File: config.mk
export PLATFORM = sky130hd
export DESIGN_NAME = interval_timer
export DESIGN_NICKNAME = d
export VERILOG_FILES = /design/src/include/timer_pkg.sv /design/src/include/count_bus_if.sv /design/src/rtl/interval_timer.sv /design/src/rtl/count_channel.sv
export VERILOG_INCLUDE_DIRS = /design/src /design/src/include
export SDC_FILE = /design/constraint.sdc
export NUM_CORES = 1
export LEC_CHECK = 0
export ABC_AREA = 0
export BUFFER_PORTS_ARGS = -buffer_cell sky130_fd_sc_hd__buf_2
export CELL_PAD_IN_SITES_DETAIL_PLACEMENT = 0
export CELL_PAD_IN_SITES_GLOBAL_PLACEMENT = 1
export CORE_UTILIZATION = 50
export CTS_CLUSTER_DIAMETER = 40
export DETAILED_ROUTE_END_ITERATION = 12
export PLACE_DENSITY = 0.82
export SLEW_MARGIN = 15
export SYNTH_ARGS = -nofsm -noshare
export SYNTH_HDL_FRONTEND = slang
export SYNTH_SLANG_ARGS = --single-unit
File: constraint.sdc
create_clock -name clk_sys -period 3.8 [get_ports clk_sys]
set_input_delay 0.76 -clock clk_sys [delete_from_list [all_inputs] [get_ports clk_sys]]
set_output_delay 0.76 -clock clk_sys [all_outputs]
set_load 0.005 [all_outputs]
File: src/include/timer_defines.svh
// Constants for the three-channel interval timer host-access logic.
// What this block and its host must do
// RULE_01: Host writes control word, then count bytes.
// RULE_02: Control words accepted in any counter order.
// RULE_03: Host loads bytes in programmed order.
// RULE_04: Count bytes accepted any time, interleaved.
// RULE_05: Counters only count downward.
// RULE_06: Zero count means maximum count.
// RULE_07: Mode 0 restarts only after full load.
// RULE_08: Address selects counter; address 11 unreadable.
// RULE_09: Host stops counter for direct reads.
// RULE_10: Two-byte read returns low then high.
// RULE_11: Host finishes reads before writing counts.
// RULE_12: Latch command holds count for reads.
// RULE_13: Latch ignores low bits, keeps mode.
// RULE_14: Host reads whole latched value first.
// RULE_15: Byte-access field decodes MSB, LSB, both.
// RULE_16: Count loads after counter clock rise, fall.
// RULE_17: Mode 0: first byte halts, second starts.
// RULE_18: Counter select code 11 is ignored.
// RULE_19: Per-counter byte pointers reset by control word.
// RULE_20: Pending latch blocks further latch commands.
`ifndef TIMER_DEFINES_SVH
`define TIMER_DEFINES_SVH

`define NUM_CNT 3
`define PORT_CTRL 2'h3
`define CW_SEL_HI 7
`define CW_SEL_LO 6
`define CW_ACC_HI 5
`define CW_ACC_LO 4
`define CW_MODE_HI 3
`define CW_MODE_LO 1
`define CW_BCD 0
`define MODE_ZERO 3'h0
`define CNT_ONE 16'h0001
`define BYTE_ZERO 8'h00
`define NIB_ZERO 4'h0
`define NIB_NINE 4'h9
`define NIB_ONE 4'h1
`define ACC_RESET 2'h1
`define NIB_W 4
`define NUM_NIB 4
`define CNT_LSB_HI 7
`define CNT_LSB_LO 0
`define CNT_MSB_HI 15
`define CNT_MSB_LO 8
`define MODE_RELOAD 1
`define MODE_FREE 0

// Layout of the synchronised pin vector.
`define PIN_W 19
`define PIN_DATA_HI 7
`define PIN_DATA_LO 0
`define PIN_SEL_LO 8
`define PIN_SEL_HI 9
`define PIN_WR 10
`define PIN_RD 11
`define PIN_CS 12
`define PIN_CCLK_HI 15
`define PIN_CCLK_LO 13
`define PIN_GATE_HI 18
`define PIN_GATE_LO 16
`define PIN_RST 19'h01c00

`endif

File: src/include/timer_pkg.sv
// Types shared by the interval timer modules.
package timer_pkg;
  typedef enum logic [1:0] {
    ACC_LATCH,
    ACC_LSB,
    ACC_MSB,
    ACC_BOTH
  } byte_access_t;
  typedef logic [2:0] op_mode_t;
  typedef logic [15:0] count_t;
  typedef logic [7:0] byte_t;
endpackage

File: src/include/count_bus_if.sv
// Carrier between the access logic and one counting channel.
`timescale 1ns/100ps
interface count_bus_if;
  import timer_pkg::*;
  logic cfg_stb;
  logic load_stb;
  logic halt_stb;
  count_t load_val;
  op_mode_t mode;
  logic bcd;
  logic clk_rise;
  logic clk_fall;
  logic gate;
  count_t count;
  logic out;
  modport host(output cfg_stb, output load_stb, output halt_stb,
    output load_val, output mode, output bcd, output clk_rise,
    output clk_fall, output gate, input count, input out);
  modport chan(input cfg_stb, input load_stb, input halt_stb,
    input load_val, input mode, input bcd, input clk_rise,
    input clk_fall, input gate, output count, output out);
endinterface

File: src/rtl/interval_timer.sv
// Byte-wide host access, latching and three counting channels.
`timescale 1ns/100ps
`include "timer_defines.svh"
module interval_timer (
  input wire logic clk_sys,
  input wire logic sys_rst,
  input wire logic chip_sel_n,
  input wire logic rd_n,
  input wire logic wr_n,
  input wire logic port_sel_lo,
  input wire logic port_sel_hi,
  input wire timer_pkg::byte_t data_in,
  output timer_pkg::byte_t data_out,
  output logic data_oe,
  input wire logic [2:0] cnt_clk,
  input wire logic [2:0] cnt_gate,
  output logic [2:0] cnt_out
);
  import timer_pkg::*;

  logic [`PIN_W-1:0] pin_s1_q;
  logic [`PIN_W-1:0] pin_s2_q;
  logic [`PIN_W-1:0] pin_s3_q;
  logic [`PIN_W-1:0] pin_q;
  logic [`NUM_CNT-1:0] cclk_prev_q;

  logic wr_act;
  logic wr_act_q;
  logic wr_end;
  logic [1:0] cap_addr_q;
  byte_t cap_data_q;
  logic rd_act;
  logic rd_act_q;
  logic rd_start;
  logic rd_end;
  logic [1:0] rd_addr_q;
  logic [1:0] pin_addr;

  op_mode_t mode_q [`NUM_CNT];
  byte_access_t acc_q [`NUM_CNT];
  logic [`NUM_CNT-1:0] bcd_q;
  logic [`NUM_CNT-1:0] wr_ptr_q;
  logic [`NUM_CNT-1:0] rd_ptr_q;
  byte_t lsb_q [`NUM_CNT];
  logic [`NUM_CNT-1:0] cfg_stb_q;
  logic [`NUM_CNT-1:0] load_stb_q;
  logic [`NUM_CNT-1:0] halt_stb_q;
  count_t load_val_q [`NUM_CNT];
  count_t latch_q [`NUM_CNT];
  logic [`NUM_CNT-1:0] latch_valid_q;
  count_t live_count [`NUM_CNT];
  byte_t data_out_q;
  logic data_oe_q;

  logic [`NUM_CNT-1:0] ctrl_hit;
  logic [`NUM_CNT-1:0] cnt_wr;
  logic [`NUM_CNT-1:0] rd_done;
  byte_access_t cw_acc;

  // Picks the byte a read returns from the pointer and access setting.
  function automatic byte_t pick_byte(input byte_access_t a,
      input logic ptr, input count_t v);
    byte_t b;
    b = v[`CNT_LSB_HI:`CNT_LSB_LO];
    if (a == ACC_MSB || (a == ACC_BOTH && ptr)) begin
      b = v[`CNT_MSB_HI:`CNT_MSB_LO];
    end
    return b;
  endfunction

  ////////////////////////////////////////////////////////////////////////
  // Pins are asynchronous; a bit changes only once stages two and three
  // agree, so a glitch shorter than a clock never reaches the logic.
  always_ff @(posedge clk_sys) begin
    if (sys_rst) begin
      pin_s1_q <= `PIN_RST;
      pin_s2_q <= `PIN_RST;
      pin_s3_q <= `PIN_RST;
      pin_q <= `PIN_RST;
      cclk_prev_q <= '0;
    end else begin
      pin_s1_q <= {cnt_gate, cnt_clk, chip_sel_n, rd_n, wr_n,
                   port_sel_hi, port_sel_lo, data_in};
      pin_s2_q <= pin_s1_q;
      pin_s3_q <= pin_s2_q;
      pin_q <= (pin_s3_q & ~(pin_s2_q ^ pin_s3_q)) |
               (pin_q & (pin_s2_q ^ pin_s3_q));
      cclk_prev_q <= pin_q[`PIN_CCLK_HI:`PIN_CCLK_LO];
    end
  end

  assign pin_addr = pin_q[`PIN_SEL_HI:`PIN_SEL_LO];
  assign wr_act = !pin_q[`PIN_WR] && !pin_q[`PIN_CS];
  assign rd_act = !pin_q[`PIN_RD] && !pin_q[`PIN_CS];
  assign wr_end = wr_act_q && !wr_act;
  assign rd_start = rd_act && !rd_act_q;
  assign rd_end = rd_act_q && !rd_act;
  assign cw_acc = byte_access_t'(cap_data_q[`CW_ACC_HI:`CW_ACC_LO]);

  ////////////////////////////////////////////////////////////////////////
  // Write data and address are sampled throughout the strobe and acted on when
  // it ends, because the data hold after the strobe is far below a cycle.
  always_ff @(posedge clk_sys) begin
    if (sys_rst) begin
      wr_act_q <= 1'b0;
      rd_act_q <= 1'b0;
      cap_addr_q <= '0;
      cap_data_q <= '0;
      rd_addr_q <= '0;
    end else begin
      wr_act_q <= wr_act;
      rd_act_q <= rd_act;
      if (wr_act) begin
        cap_addr_q <= pin_addr;
        cap_data_q <= pin_q[`PIN_DATA_HI:`PIN_DATA_LO];
      end
      if (rd_start) begin
        rd_addr_q <= pin_addr;
      end
    end
  end

  always_comb begin
    for (int i = 0; i < `NUM_CNT; i++) begin
      // Select code 11 matches no counter and is dropped. [RULE_18]
      ctrl_hit[i] = wr_end && cap_addr_q == `PORT_CTRL &&
        cap_data_q[`CW_SEL_HI:`CW_SEL_LO] == 2'(i); // [RULE_02]
      cnt_wr[i] = wr_end && cap_addr_q == 2'(i); // [RULE_04]
      rd_done[i] = rd_end && rd_addr_q == 2'(i);
    end
  end

  ////////////////////////////////////////////////////////////////////////
  always_ff @(posedge clk_sys) begin
    for (int i = 0; i < `NUM_CNT; i++) begin
      if (sys_rst) begin
        mode_q[i] <= `MODE_ZERO;
        acc_q[i] <= byte_access_t'(`ACC_RESET);
        bcd_q[i] <= 1'b0;
        cfg_stb_q[i] <= 1'b0;
      end else begin
        cfg_stb_q[i] <= 1'b0;
        if (ctrl_hit[i] && cw_acc != ACC_LATCH) begin
          mode_q[i] <= cap_data_q[`CW_MODE_HI:`CW_MODE_LO];
          acc_q[i] <= cw_acc; // [RULE_15]
          bcd_q[i] <= cap_data_q[`CW_BCD];
          cfg_stb_q[i] <= 1'b1;
        end
      end
    end
  end

  ////////////////////////////////////////////////////////////////////////
  // Count bytes are assembled per counter, so writes to other counters
  // may fall between the two bytes of one counter.
  always_ff @(posedge clk_sys) begin
    for (int i = 0; i < `NUM_CNT; i++) begin
      if (sys_rst) begin
        wr_ptr_q[i] <= 1'b0;
        lsb_q[i] <= '0;
        load_stb_q[i] <= 1'b0;
        halt_stb_q[i] <= 1'b0;
        load_val_q[i] <= '0;
      end else begin
        load_stb_q[i] <= 1'b0;
        halt_stb_q[i] <= 1'b0;
        if (ctrl_hit[i] && cw_acc != ACC_LATCH) begin
          wr_ptr_q[i] <= 1'b0; // [RULE_19]
        end else if (cnt_wr[i]) begin
          case (acc_q[i]) // [RULE_15]
            ACC_LSB: begin
              load_val_q[i] <= {`BYTE_ZERO, cap_data_q};
              load_stb_q[i] <= 1'b1;
            end
            ACC_MSB: begin
              load_val_q[i] <= {cap_data_q, `BYTE_ZERO};
              load_stb_q[i] <= 1'b1;
            end
            ACC_BOTH: begin
              if (!wr_ptr_q[i]) begin
                lsb_q[i] <= cap_data_q;
                wr_ptr_q[i] <= 1'b1;
                halt_stb_q[i] <= (mode_q[i] == `MODE_ZERO); // [RULE_17]
              end else begin
                load_val_q[i] <= {cap_data_q, lsb_q[i]}; // [RULE_07]
                load_stb_q[i] <= 1'b1;
                wr_ptr_q[i] <= 1'b0;
              end
            end
            default: begin
            end
          endcase
        end
      end
    end
  end

  ////////////////////////////////////////////////////////////////////////
  // The latch copies the live count and never touches the mode registers.
  always_ff @(posedge clk_sys) begin
    for (int i = 0; i < `NUM_CNT; i++) begin
      if (sys_rst) begin
        latch_q[i] <= '0;
        latch_valid_q[i] <= 1'b0;
        rd_ptr_q[i] <= 1'b0;
      end else if (ctrl_hit[i] && cw_acc != ACC_LATCH) begin
        latch_valid_q[i] <= 1'b0;
        rd_ptr_q[i] <= 1'b0; // [RULE_19]
      end else if (ctrl_hit[i] && !latch_valid_q[i]) begin
        latch_q[i] <= live_count[i]; // [RULE_12] [RULE_13]
        latch_valid_q[i] <= 1'b1; // [RULE_20]
      end else if (rd_done[i]) begin
        if (acc_q[i] == ACC_BOTH && !rd_ptr_q[i]) begin
          rd_ptr_q[i] <= 1'b1; // [RULE_10]
        end else begin
          rd_ptr_q[i] <= 1'b0;
          latch_valid_q[i] <= 1'b0;
        end
      end
    end
  end

  ////////////////////////////////////////////////////////////////////////
  // The control port is never driven onto the data bus.
  always_ff @(posedge clk_sys) begin
    if (sys_rst) begin
      data_out_q <= '0;
      data_oe_q <= 1'b0;
    end else begin
      data_oe_q <= rd_act && pin_addr != `PORT_CTRL; // [RULE_08]
      if (rd_start && pin_addr != `PORT_CTRL) begin
        data_out_q <= pick_byte(acc_q[pin_addr], rd_ptr_q[pin_addr],
          latch_valid_q[pin_addr] ? latch_q[pin_addr] :
          live_count[pin_addr]); // [RULE_08] [RULE_10] [RULE_12]
      end
    end
  end

  assign data_out = data_out_q;
  assign data_oe = data_oe_q;

  ////////////////////////////////////////////////////////////////////////
  count_bus_if ch_if [`NUM_CNT] ();

  for (genvar g = 0; g < `NUM_CNT; g++) begin : gen_ch
    assign ch_if[g].cfg_stb = cfg_stb_q[g];
    assign ch_if[g].load_stb = load_stb_q[g];
    assign ch_if[g].halt_stb = halt_stb_q[g];
    assign ch_if[g].load_val = load_val_q[g];
    assign ch_if[g].mode = mode_q[g];
    assign ch_if[g].bcd = bcd_q[g];
    assign ch_if[g].clk_rise =
      pin_q[`PIN_CCLK_LO + g] && !cclk_prev_q[g];
    assign ch_if[g].clk_fall =
      !pin_q[`PIN_CCLK_LO + g] && cclk_prev_q[g];
    assign ch_if[g].gate = pin_q[`PIN_GATE_LO + g];
    assign live_count[g] = ch_if[g].count;
    assign cnt_out[g] = ch_if[g].out;

    count_channel u_ch (
      .clk_sys(clk_sys),
      .sys_rst(sys_rst),
      .bus(ch_if[g].chan)
    );
  end
endmodule

File: src/rtl/count_channel.sv
// One down-counting channel with deferred count loading.
`timescale 1ns/100ps
`include "timer_defines.svh"
module count_channel (
  input wire logic clk_sys,
  input wire logic sys_rst,
  count_bus_if.chan bus
);
  import timer_pkg::*;

  count_t count_q;
  count_t reload_q;
  logic pend_q;
  logic armed_q;
  logic run_q;
  logic out_q;

  // Decimal wrap from 0000 to 9999 gives the full 10000 span for zero.
  function automatic count_t dec_count(input count_t v, input logic bcd);
    count_t r;
    logic borrow;
    r = v;
    borrow = 1'b1;
    if (!bcd) begin
      r = v - `CNT_ONE;
    end else begin
      for (int n = 0; n < `NUM_NIB; n++) begin
        if (borrow) begin
          if (v[n*`NIB_W +: `NIB_W] == `NIB_ZERO) begin
            r[n*`NIB_W +: `NIB_W] = `NIB_NINE;
          end else begin
            r[n*`NIB_W +: `NIB_W] = v[n*`NIB_W +: `NIB_W] - `NIB_ONE;
            borrow = 1'b0;
          end
        end
      end
    end
    return r;
  endfunction

  function automatic logic periodic(input op_mode_t m);
    return m[`MODE_RELOAD];
  endfunction

  assign bus.count = count_q;
  assign bus.out = out_q;

  ////////////////////////////////////////////////////////////////////////
  always_ff @(posedge clk_sys) begin
    if (sys_rst) begin
      reload_q <= '0;
      pend_q <= 1'b0;
      armed_q <= 1'b0;
    end else if (bus.cfg_stb) begin
      pend_q <= 1'b0;
      armed_q <= 1'b0;
    end else if (bus.load_stb) begin
      reload_q <= bus.load_val;
      pend_q <= 1'b1;
      armed_q <= 1'b0;
    end else if (pend_q && bus.clk_rise) begin
      armed_q <= 1'b1; // [RULE_16]
    end else if (pend_q && armed_q && bus.clk_fall) begin
      pend_q <= 1'b0; // [RULE_16]
      armed_q <= 1'b0;
    end
  end

  ////////////////////////////////////////////////////////////////////////
  // Gate triggering of modes 1 and 5 is not modelled; those modes run free.
  always_ff @(posedge clk_sys) begin
    if (sys_rst) begin
      count_q <= '0;
      run_q <= 1'b0;
      out_q <= 1'b1;
    end else if (bus.cfg_stb) begin
      run_q <= 1'b0;
      out_q <= (bus.mode != `MODE_ZERO);
    end else if (bus.halt_stb) begin
      run_q <= 1'b0; // [RULE_17]
    end else if (pend_q && armed_q && bus.clk_fall) begin
      count_q <= reload_q; // [RULE_07] [RULE_17]
      run_q <= 1'b1;
      if (bus.mode == `MODE_ZERO) begin
        out_q <= 1'b0;
      end
    end else if (run_q && bus.clk_fall &&
        (bus.gate || bus.mode[`MODE_FREE])) begin
      count_q <= dec_count(count_q, bus.bcd); // [RULE_05] [RULE_06]
      if (bus.mode == `MODE_ZERO) begin
        if (count_q == `CNT_ONE) begin
          out_q <= 1'b1;
        end
      end else if (count_q == `CNT_ONE) begin
        out_q <= 1'b0;
        if (periodic(bus.mode)) begin
          count_q <= reload_q;
        end
      end else begin
        out_q <= 1'b1;
      end
    end
  end
endmodule

Word level (Yosys, flattened, before mapping)

Memory sizes are Yosys's and may differ from the RTL's. A register that Yosys moved wholly into a read port is not among the register bits.
Cells that the tools add are included.

Flip-flop bits (word level): 183
Latch bits: 0
RAM bits: 135
ROM bits: 0
Input bits: 21
Output and inout bits: 12
Logic and storage cells: 576
Memories kept: 5

Memories:

| memory     | depth | width | read ports | clocked after Yosys merged registers in | write ports | RTL line             | text |
|---|---|---|---|---|---|---|---|
| latch_q    | 3     | 16    | 1          | 1                                       | 3           | interval_timer.sv:49 | `` count_t latch_q [`NUM_CNT]; `` |
| load_val_q | 3     | 16    | 3          | 3                                       | 3           | interval_timer.sv:48 | `` count_t load_val_q [`NUM_CNT]; `` |
| lsb_q      | 3     | 8     | 3          | 0                                       | 3           | interval_timer.sv:44 | `` byte_t lsb_q [`NUM_CNT]; `` |
| mode_q     | 3     | 3     | 3          | 0                                       | 3           | interval_timer.sv:39 | `` op_mode_t mode_q [`NUM_CNT]; `` |
| acc_q      | 3     | 2     | 4          | 1                                       | 3           | interval_timer.sv:40 | `` byte_access_t acc_q [`NUM_CNT]; `` |

$add $sub $neg: 15
$mul: 0
Div/mod/pow operators: 0
$lt $le $gt $ge: 2
Equal/unequal tests: 37
Shifts and indexed selects: 0
Muxes and demuxes: 280
Bitwise gates (word level): 42
Reductions and logical operators: 149

Operators with widths:

| operator                | count |
|---|---|
| $mux W16                | 33 |
| $mux W1                 | 208 |
| $mux W4                 | 21 |
| $eq A16 B1 Y1 const B   | 3 |
| $logic_and A1 B1 Y1     | 48 |
| $logic_not A4 Y1        | 12 |
| $sub A16 B1 Y16 const B | 3 |
| $sub A4 B1 Y4 const B   | 12 |
| $and A19 B19 Y19        | 2 |
| $bmux W16 S2            | 1 |
| $mux W8                 | 4 |
| $reduce_and A2 Y1       | 15 |
| $reduce_or A3 Y1        | 9 |
| $reduce_bool A2 Y1      | 13 |
| $eq A2 B2 Y1 const B    | 12 |
| $or A1 B1 Y1            | 21 |
| $ne A2 B2 Y1 const B    | 10 |
| $not A19 Y19            | 1 |
| $or A19 B19 Y19         | 1 |
| $xor A19 B19 Y19        | 1 |
| $logic_not A1 Y1        | 18 |
| $reduce_bool A3 Y1      | 6 |
| $reduce_or A2 Y1        | 9 |
| $not A1 Y1              | 15 |
| 16 further kinds        | 47 |

Longest topological paths before layout

Word-level depth: 30
Mapped depth: 9
Gate-level depth less buffers: 7

By module

Synthesis repeated with hierarchy kept, for this count alone.

Cell total of the unflattened synthesis: 1642
Area, all modules: 16834.9 um^2

Modules (own cells, without submodules):

| module                              | instances | cells an instance | area each (um^2) |
|---|---|---|---|
| interval_timer                      | 1         | 872               | 10543.9 |
| count_channel at gen_ch[1].u_ch ... | 2         | 259               | 2138.3 |
| count_channel at gen_ch[0].u_ch     | 1         | 252               | 2014.4 |

Worst setup path before layout

OpenSTA, ideal clock, no wires.

Kind: reg2reg
From: register with a tool-made name
To: memory latch_q[0][0] in the netlist's numbering, enable pin
Arrival time: 2.955 ns
Setup slack: 0.410 ns
Cell stages (with the launch flop): 6
Buffers on the path: 2
Clock period less this slack: 3.390 ns
Cell sequence: dfxtp_1 > buf_2 > o2111ai_1 > or3_1 > clkbuf_1 > o41ai_1

RTL lines:

| item      | RTL line |
|---|---|
| to (decl) | interval_timer.sv:49 |

Final worst setup path

From: register gen_ch[1].u_ch.count_q[4]
To: register gen_ch[1].u_ch.count_q[7]

Longest elaborated chain between the ends: 9

Ends and longest elaborated chain:

| item                                                    | RTL line            | text |
|---|---|---|
| from (decl)                                             | count_channel.sv:11 | `count_t count_q;` |
| from (signal assigned)                                  | count_channel.sv:82 | `count_q <= reload_q;` |
| from (signal assigned)                                  | count_channel.sv:89 | `count_q <= dec_count(count_q, bus.bcd);` |
| from (signal assigned)                                  | count_channel.sv:97 | `count_q <= reload_q;` |
| branches (longest 6 deep; another with $sub A16 B1 Y16) | n/a                 |  |
| $mux W16 (*)                                            | count_channel.sv:90 | `` if (bus.mode == `MODE_ZERO) begin `` |
| $mux W16 (*)                                            | count_channel.sv:87 | `end else if (run_q && bus.clk_fall &&` |
| $mux W16 (*)                                            | count_channel.sv:81 | `end else if (pend_q && armed_q && bus.clk_fall) begin` |

Every way passes the cells marked *. The select of a mux whose other input is x is not followed.
A chain may end at the register's enable or synchronous reset.

==> results.py <==
metrics = {
    "critical_path": {
        "cp_slowest_cell": "o21ai_2",
        "cp-end-kind": "flop",
        "crit_cells": 5,
        "reg2reg_slack_ps": 1140,
        "crit_buf_inv": 0,
        "cp.required_ps": 4260,
        "setup.worst_path.end": "gen_ch[1].u_ch.bus.count[7]",
        "reg2regPathDepth": 5,
        "rr_startpoint": "gen_ch[1].u_ch.bus.count[4]",
        "arrival_ps": 3120,
        "reg2reg_to": "gen_ch[1].u_ch.bus.count[7]",
        "path_max_fanout": 19,
        "critPathKind": "reg2reg",
        "cp-startpoint": "gen_ch[1].u_ch.bus.count[4]",
        "crit_chain": "nor4_4 -> nand3_1 -> o21ai_2 -> o21ai_0 -> a32o_1",
        "critical_path.startpoint_type": "flop",
        "cp_top_family": "compound AO/OA/AOI/OAI gates",
        "slowest_delay_ps": 700,
    },
    "timing": {
        "tightest_slew_ps": 1064,
        "whs_ps": 370.8,
        "tns_ps": 0,
        "finalSetupViolCount": 0,
        "max_freq_mhz": 376.2,
        "final.min_clock_period_ps": 2658,
        "rsz0062_at_grt": "no",
        "setup_ws_ps": 1142,
        "hold_viol": 0,
        "max_slew_margin_pct": 28.91,
        "fin_skew_ps": 27.84,
        "finalMaxSlewViolations": 0,
        "fin_crit_sh_pct": 69.95,
    },
    "floorplanning": {
        "rows": 66,
        "die_w_um": 184.7,
        "die-area_mm2": 0.03411,
        "coreArea_mm2": 0.03270,
        "ios": 33,
        "chipHeight_um": 184.7,
        "initial_core_util_pct": 51.04,
    },
    "detailed_routing": {
        "drc": 0,
        "wl_per_cell_um": 18.97,
        "via_count": 12660,
        "drtIter0Drc": 1227,
        "route.antenna.remaining_nets": 0,
        "drt_wl_total_um": 41500,
        "vias_per_cell": 5.787,
        "drt_pass1_iterations": 5,
    },
    "logic_synthesis": {
        "synth_largest_area_cell": "dfxtp_1",
        "synth_cells": 1724,
        "syn_area_mm2": 0.01669,
        "synth.most_common_cell": "dfxtp_1",
        "ys_top_cells_by_count": "231 x dfxtp_1, 212 x nand2_1, 135 x edfxtp_1",
        "async_flop_share_pct": 0,
        "synth_top_flop_cell": "dfxtp_1",
        "synth_top_area_share_pct": 27.71,
        "synth_area_per_cell_um2": 9.681,
        "synth_area_leaders": "dfxtp_1 28%, edfxtp_1 24%, nand2_1 4.8%",
        "yosysWarnings": 0,
        "ys_seq_area_share_pct": 52.00,
        "synth-edff-count": 135,
        "syn-num-nets": 1766,
        "ys_types": 86,
        "synth-seq-cells": 366,
    },
    "clock_network": {
        "hold_buffers": 0,
        "cts_resized": 0,
        "root_buffer": "clkbuf_16",
        "cts_setup_buffers": 0,
        "clk_latency_ps": 580,
        "clock_path_buffers": 3,
        "clkTransAtPathRegs_ps": 60,
        "cts-buffers-inserted": 49,
        "cts.sinks": 366,
        "cts_max_level": 2,
        "cts_tree": "done",
    },
    "global_route": {
        "grt_pass1_wl_um": 65750,
        "grt_max_degree": 65,
        "antenna_found_initial": 0,
        "track_usage_pct": 24.87,
        "grt_pass1_vias": 11830,
        "gr-total-overflow": 0,
    },
    "pwr": {
        "power_density_mw_per_mm2": 474.0,
        "leakagePower_nw": 6.773,
        "ir_worst_vdd_v": 0.0004088,
    },
    "final_layout": {
        "drive_above_1_share_pct": 11.34,
        "n_antenna_cell": 0,
        "area_delta_synth_final_pct": 12.34,
        "final_nets": 1748,
        "fill_cells": 2867,
    },
    "worst_hold_path": {
        "hp-start": "wr_n",
        "hold_class": "in2reg",
    },
    "placed_design": {
        "io_buffers": 32,
        "gp_congestion": 0.9013,
        "place_ws_ps": 1081,
        "dp_hpwl_um": 28390,
    },
    "outcome": {
        "status": "completed",
    },
    "flow_run": {
        "cap_viol_max_count": 0,
    },
}
## where the power goes
part	leakage [nW]	internal, mW	switching (mW)
Sequential	3.25	4.13	0.0288
Combinational	2.70	0.0451	0.100
Clock	0.816	2.79	1.79
Total	6.77	6.97	1.92
## worst min-delay path by stage
| stage | end | slack, ps | depth (start not counted) |
|---|---|---|---|
| floorplan | pin_s2_q[10] | 390 | 1 |
| finish | pin_s1_q[10] | 370 | 2 |
| global route | pin_s1_q[10] | 370 | 2 |
| global placement | pin_s2_q[11] | 390 | 1 |
| CTS | pin_s1_q[10] | 340 | 2 |
| detailed placement | pin_s2_q[10] | 390 | 1 |
## cells in the final DEF (no fill, tap or decap), types with 7 or more instances in the layout
| cell | count |
|---|---|
| dfxtp_1 | 230 |
| nand2_1 | 212 |
| edfxtp_1 | 135 |
| a21oi_1 | 127 |
| nor2_1 | 87 |
| o21ai_0 | 86 |
| and2_1 | 84 |
| mux2i_1 | 72 |
| nor2b_1 | 66 |
| nor3_1 | 53 |
| clkbuf_16 | 53 |
| inv_1 | 37 |
| nor4_1 | 36 |
| buf_2 | 31 |
| buf_4 | 30 |
| nand3_1 | 26 |
| ha_1 | 21 |
| and3_1 | 19 |
| a22o_1 | 19 |
| or2_2 | 19 |
| o2bb2ai_1 | 18 |
| nand4_1 | 18 |
| nand2b_1 | 13 |
| o32ai_1 | 13 |
| a22oi_1 | 11 |
| a211oi_1 | 10 |
| o211ai_1 | 9 |
| or3_1 | 9 |
| or4_1 | 9 |
| o311ai_0 | 9 |
| a221oi_1 | 8 |
| nor3b_1 | 7 |
| nor4b_1 | 7 |
| mux2_2 | 7 |
| inv_6 | 7 |
## area by class of cell
type	instances	area, um2	area share, %
flip-flops and latches	366	8680	46.29
clock buffers	63	1409	7.514
inverters	38	142.6	0.7608
well taps	442	553.0	2.950
multi-input cells	1189	7317	39.03
repair buffers	62	391.6	2.089
clock inverters	28	256.5	1.368
## worst register-to-register path, delay by kind of cell, from the launching register on
| kind | cells | cell delay (ps) |
|---|---|---|
| AOI/OAI and AO/OA | 3 | 1210 |
| and+or+nand+nor | 2 | 900 |
| DFF | 1 | 450 |
## registers in the layout (all words and copies together) (netlist names), 6 cells and up, named ones only
register / count
gen_ch.u_ch.bus.count: 48
latch_q: 48
mode_q: 9
load_val_q: 48
pin_s3_q: 19
data_out: 8
acc_q: 6
cap_data_q: 8
gen_ch.u_ch.reload_q: 48
pin_s1_q: 19
pin_s2_q: 19
lsb_q: 24
## metal layers
layer	part of all wire [%]	track usage (%)
met5	0	0
met3	6.3	4.209
met1	46	34.86
met4	2.6	8.860
met2	45	38.66
## metrics by stage
stage / area (um2) / power [mW] / util [%] / cells
final: 18750 / 8.888 / 57.33 / 2188
after global routing: 18750 / 9.136 / 57.33 / 2188
after CTS: 18740 / 8.953 / 57.30 / 2188
after detailed placement: 17070 / 4.391 / 52.21 / 2097
after global placement: 17070 / 4.385 / 52.21 / 2097
after floorplan: 16690 / 4.333 / - / 1724
## kinds of logic (layout without fill, tap and decap cells)
logic type / after synthesis / count (layout) / share of synthesized area [%]
muxes: 82 / 82 / 5.008
AOI/OAI and AO/OA: 385 / 385 / 14.92
and+or+nand+nor: 698 / 698 / 21.95
DFF: 366 / 366 / 52.00
buffers and inverters: 169 / 191 / 4.393
adders and majority gates: 21 / 21 / 1.574
xor gates and xnor gates: 3 / 3 / 0.1575
(Power assumes the default switching activity.)
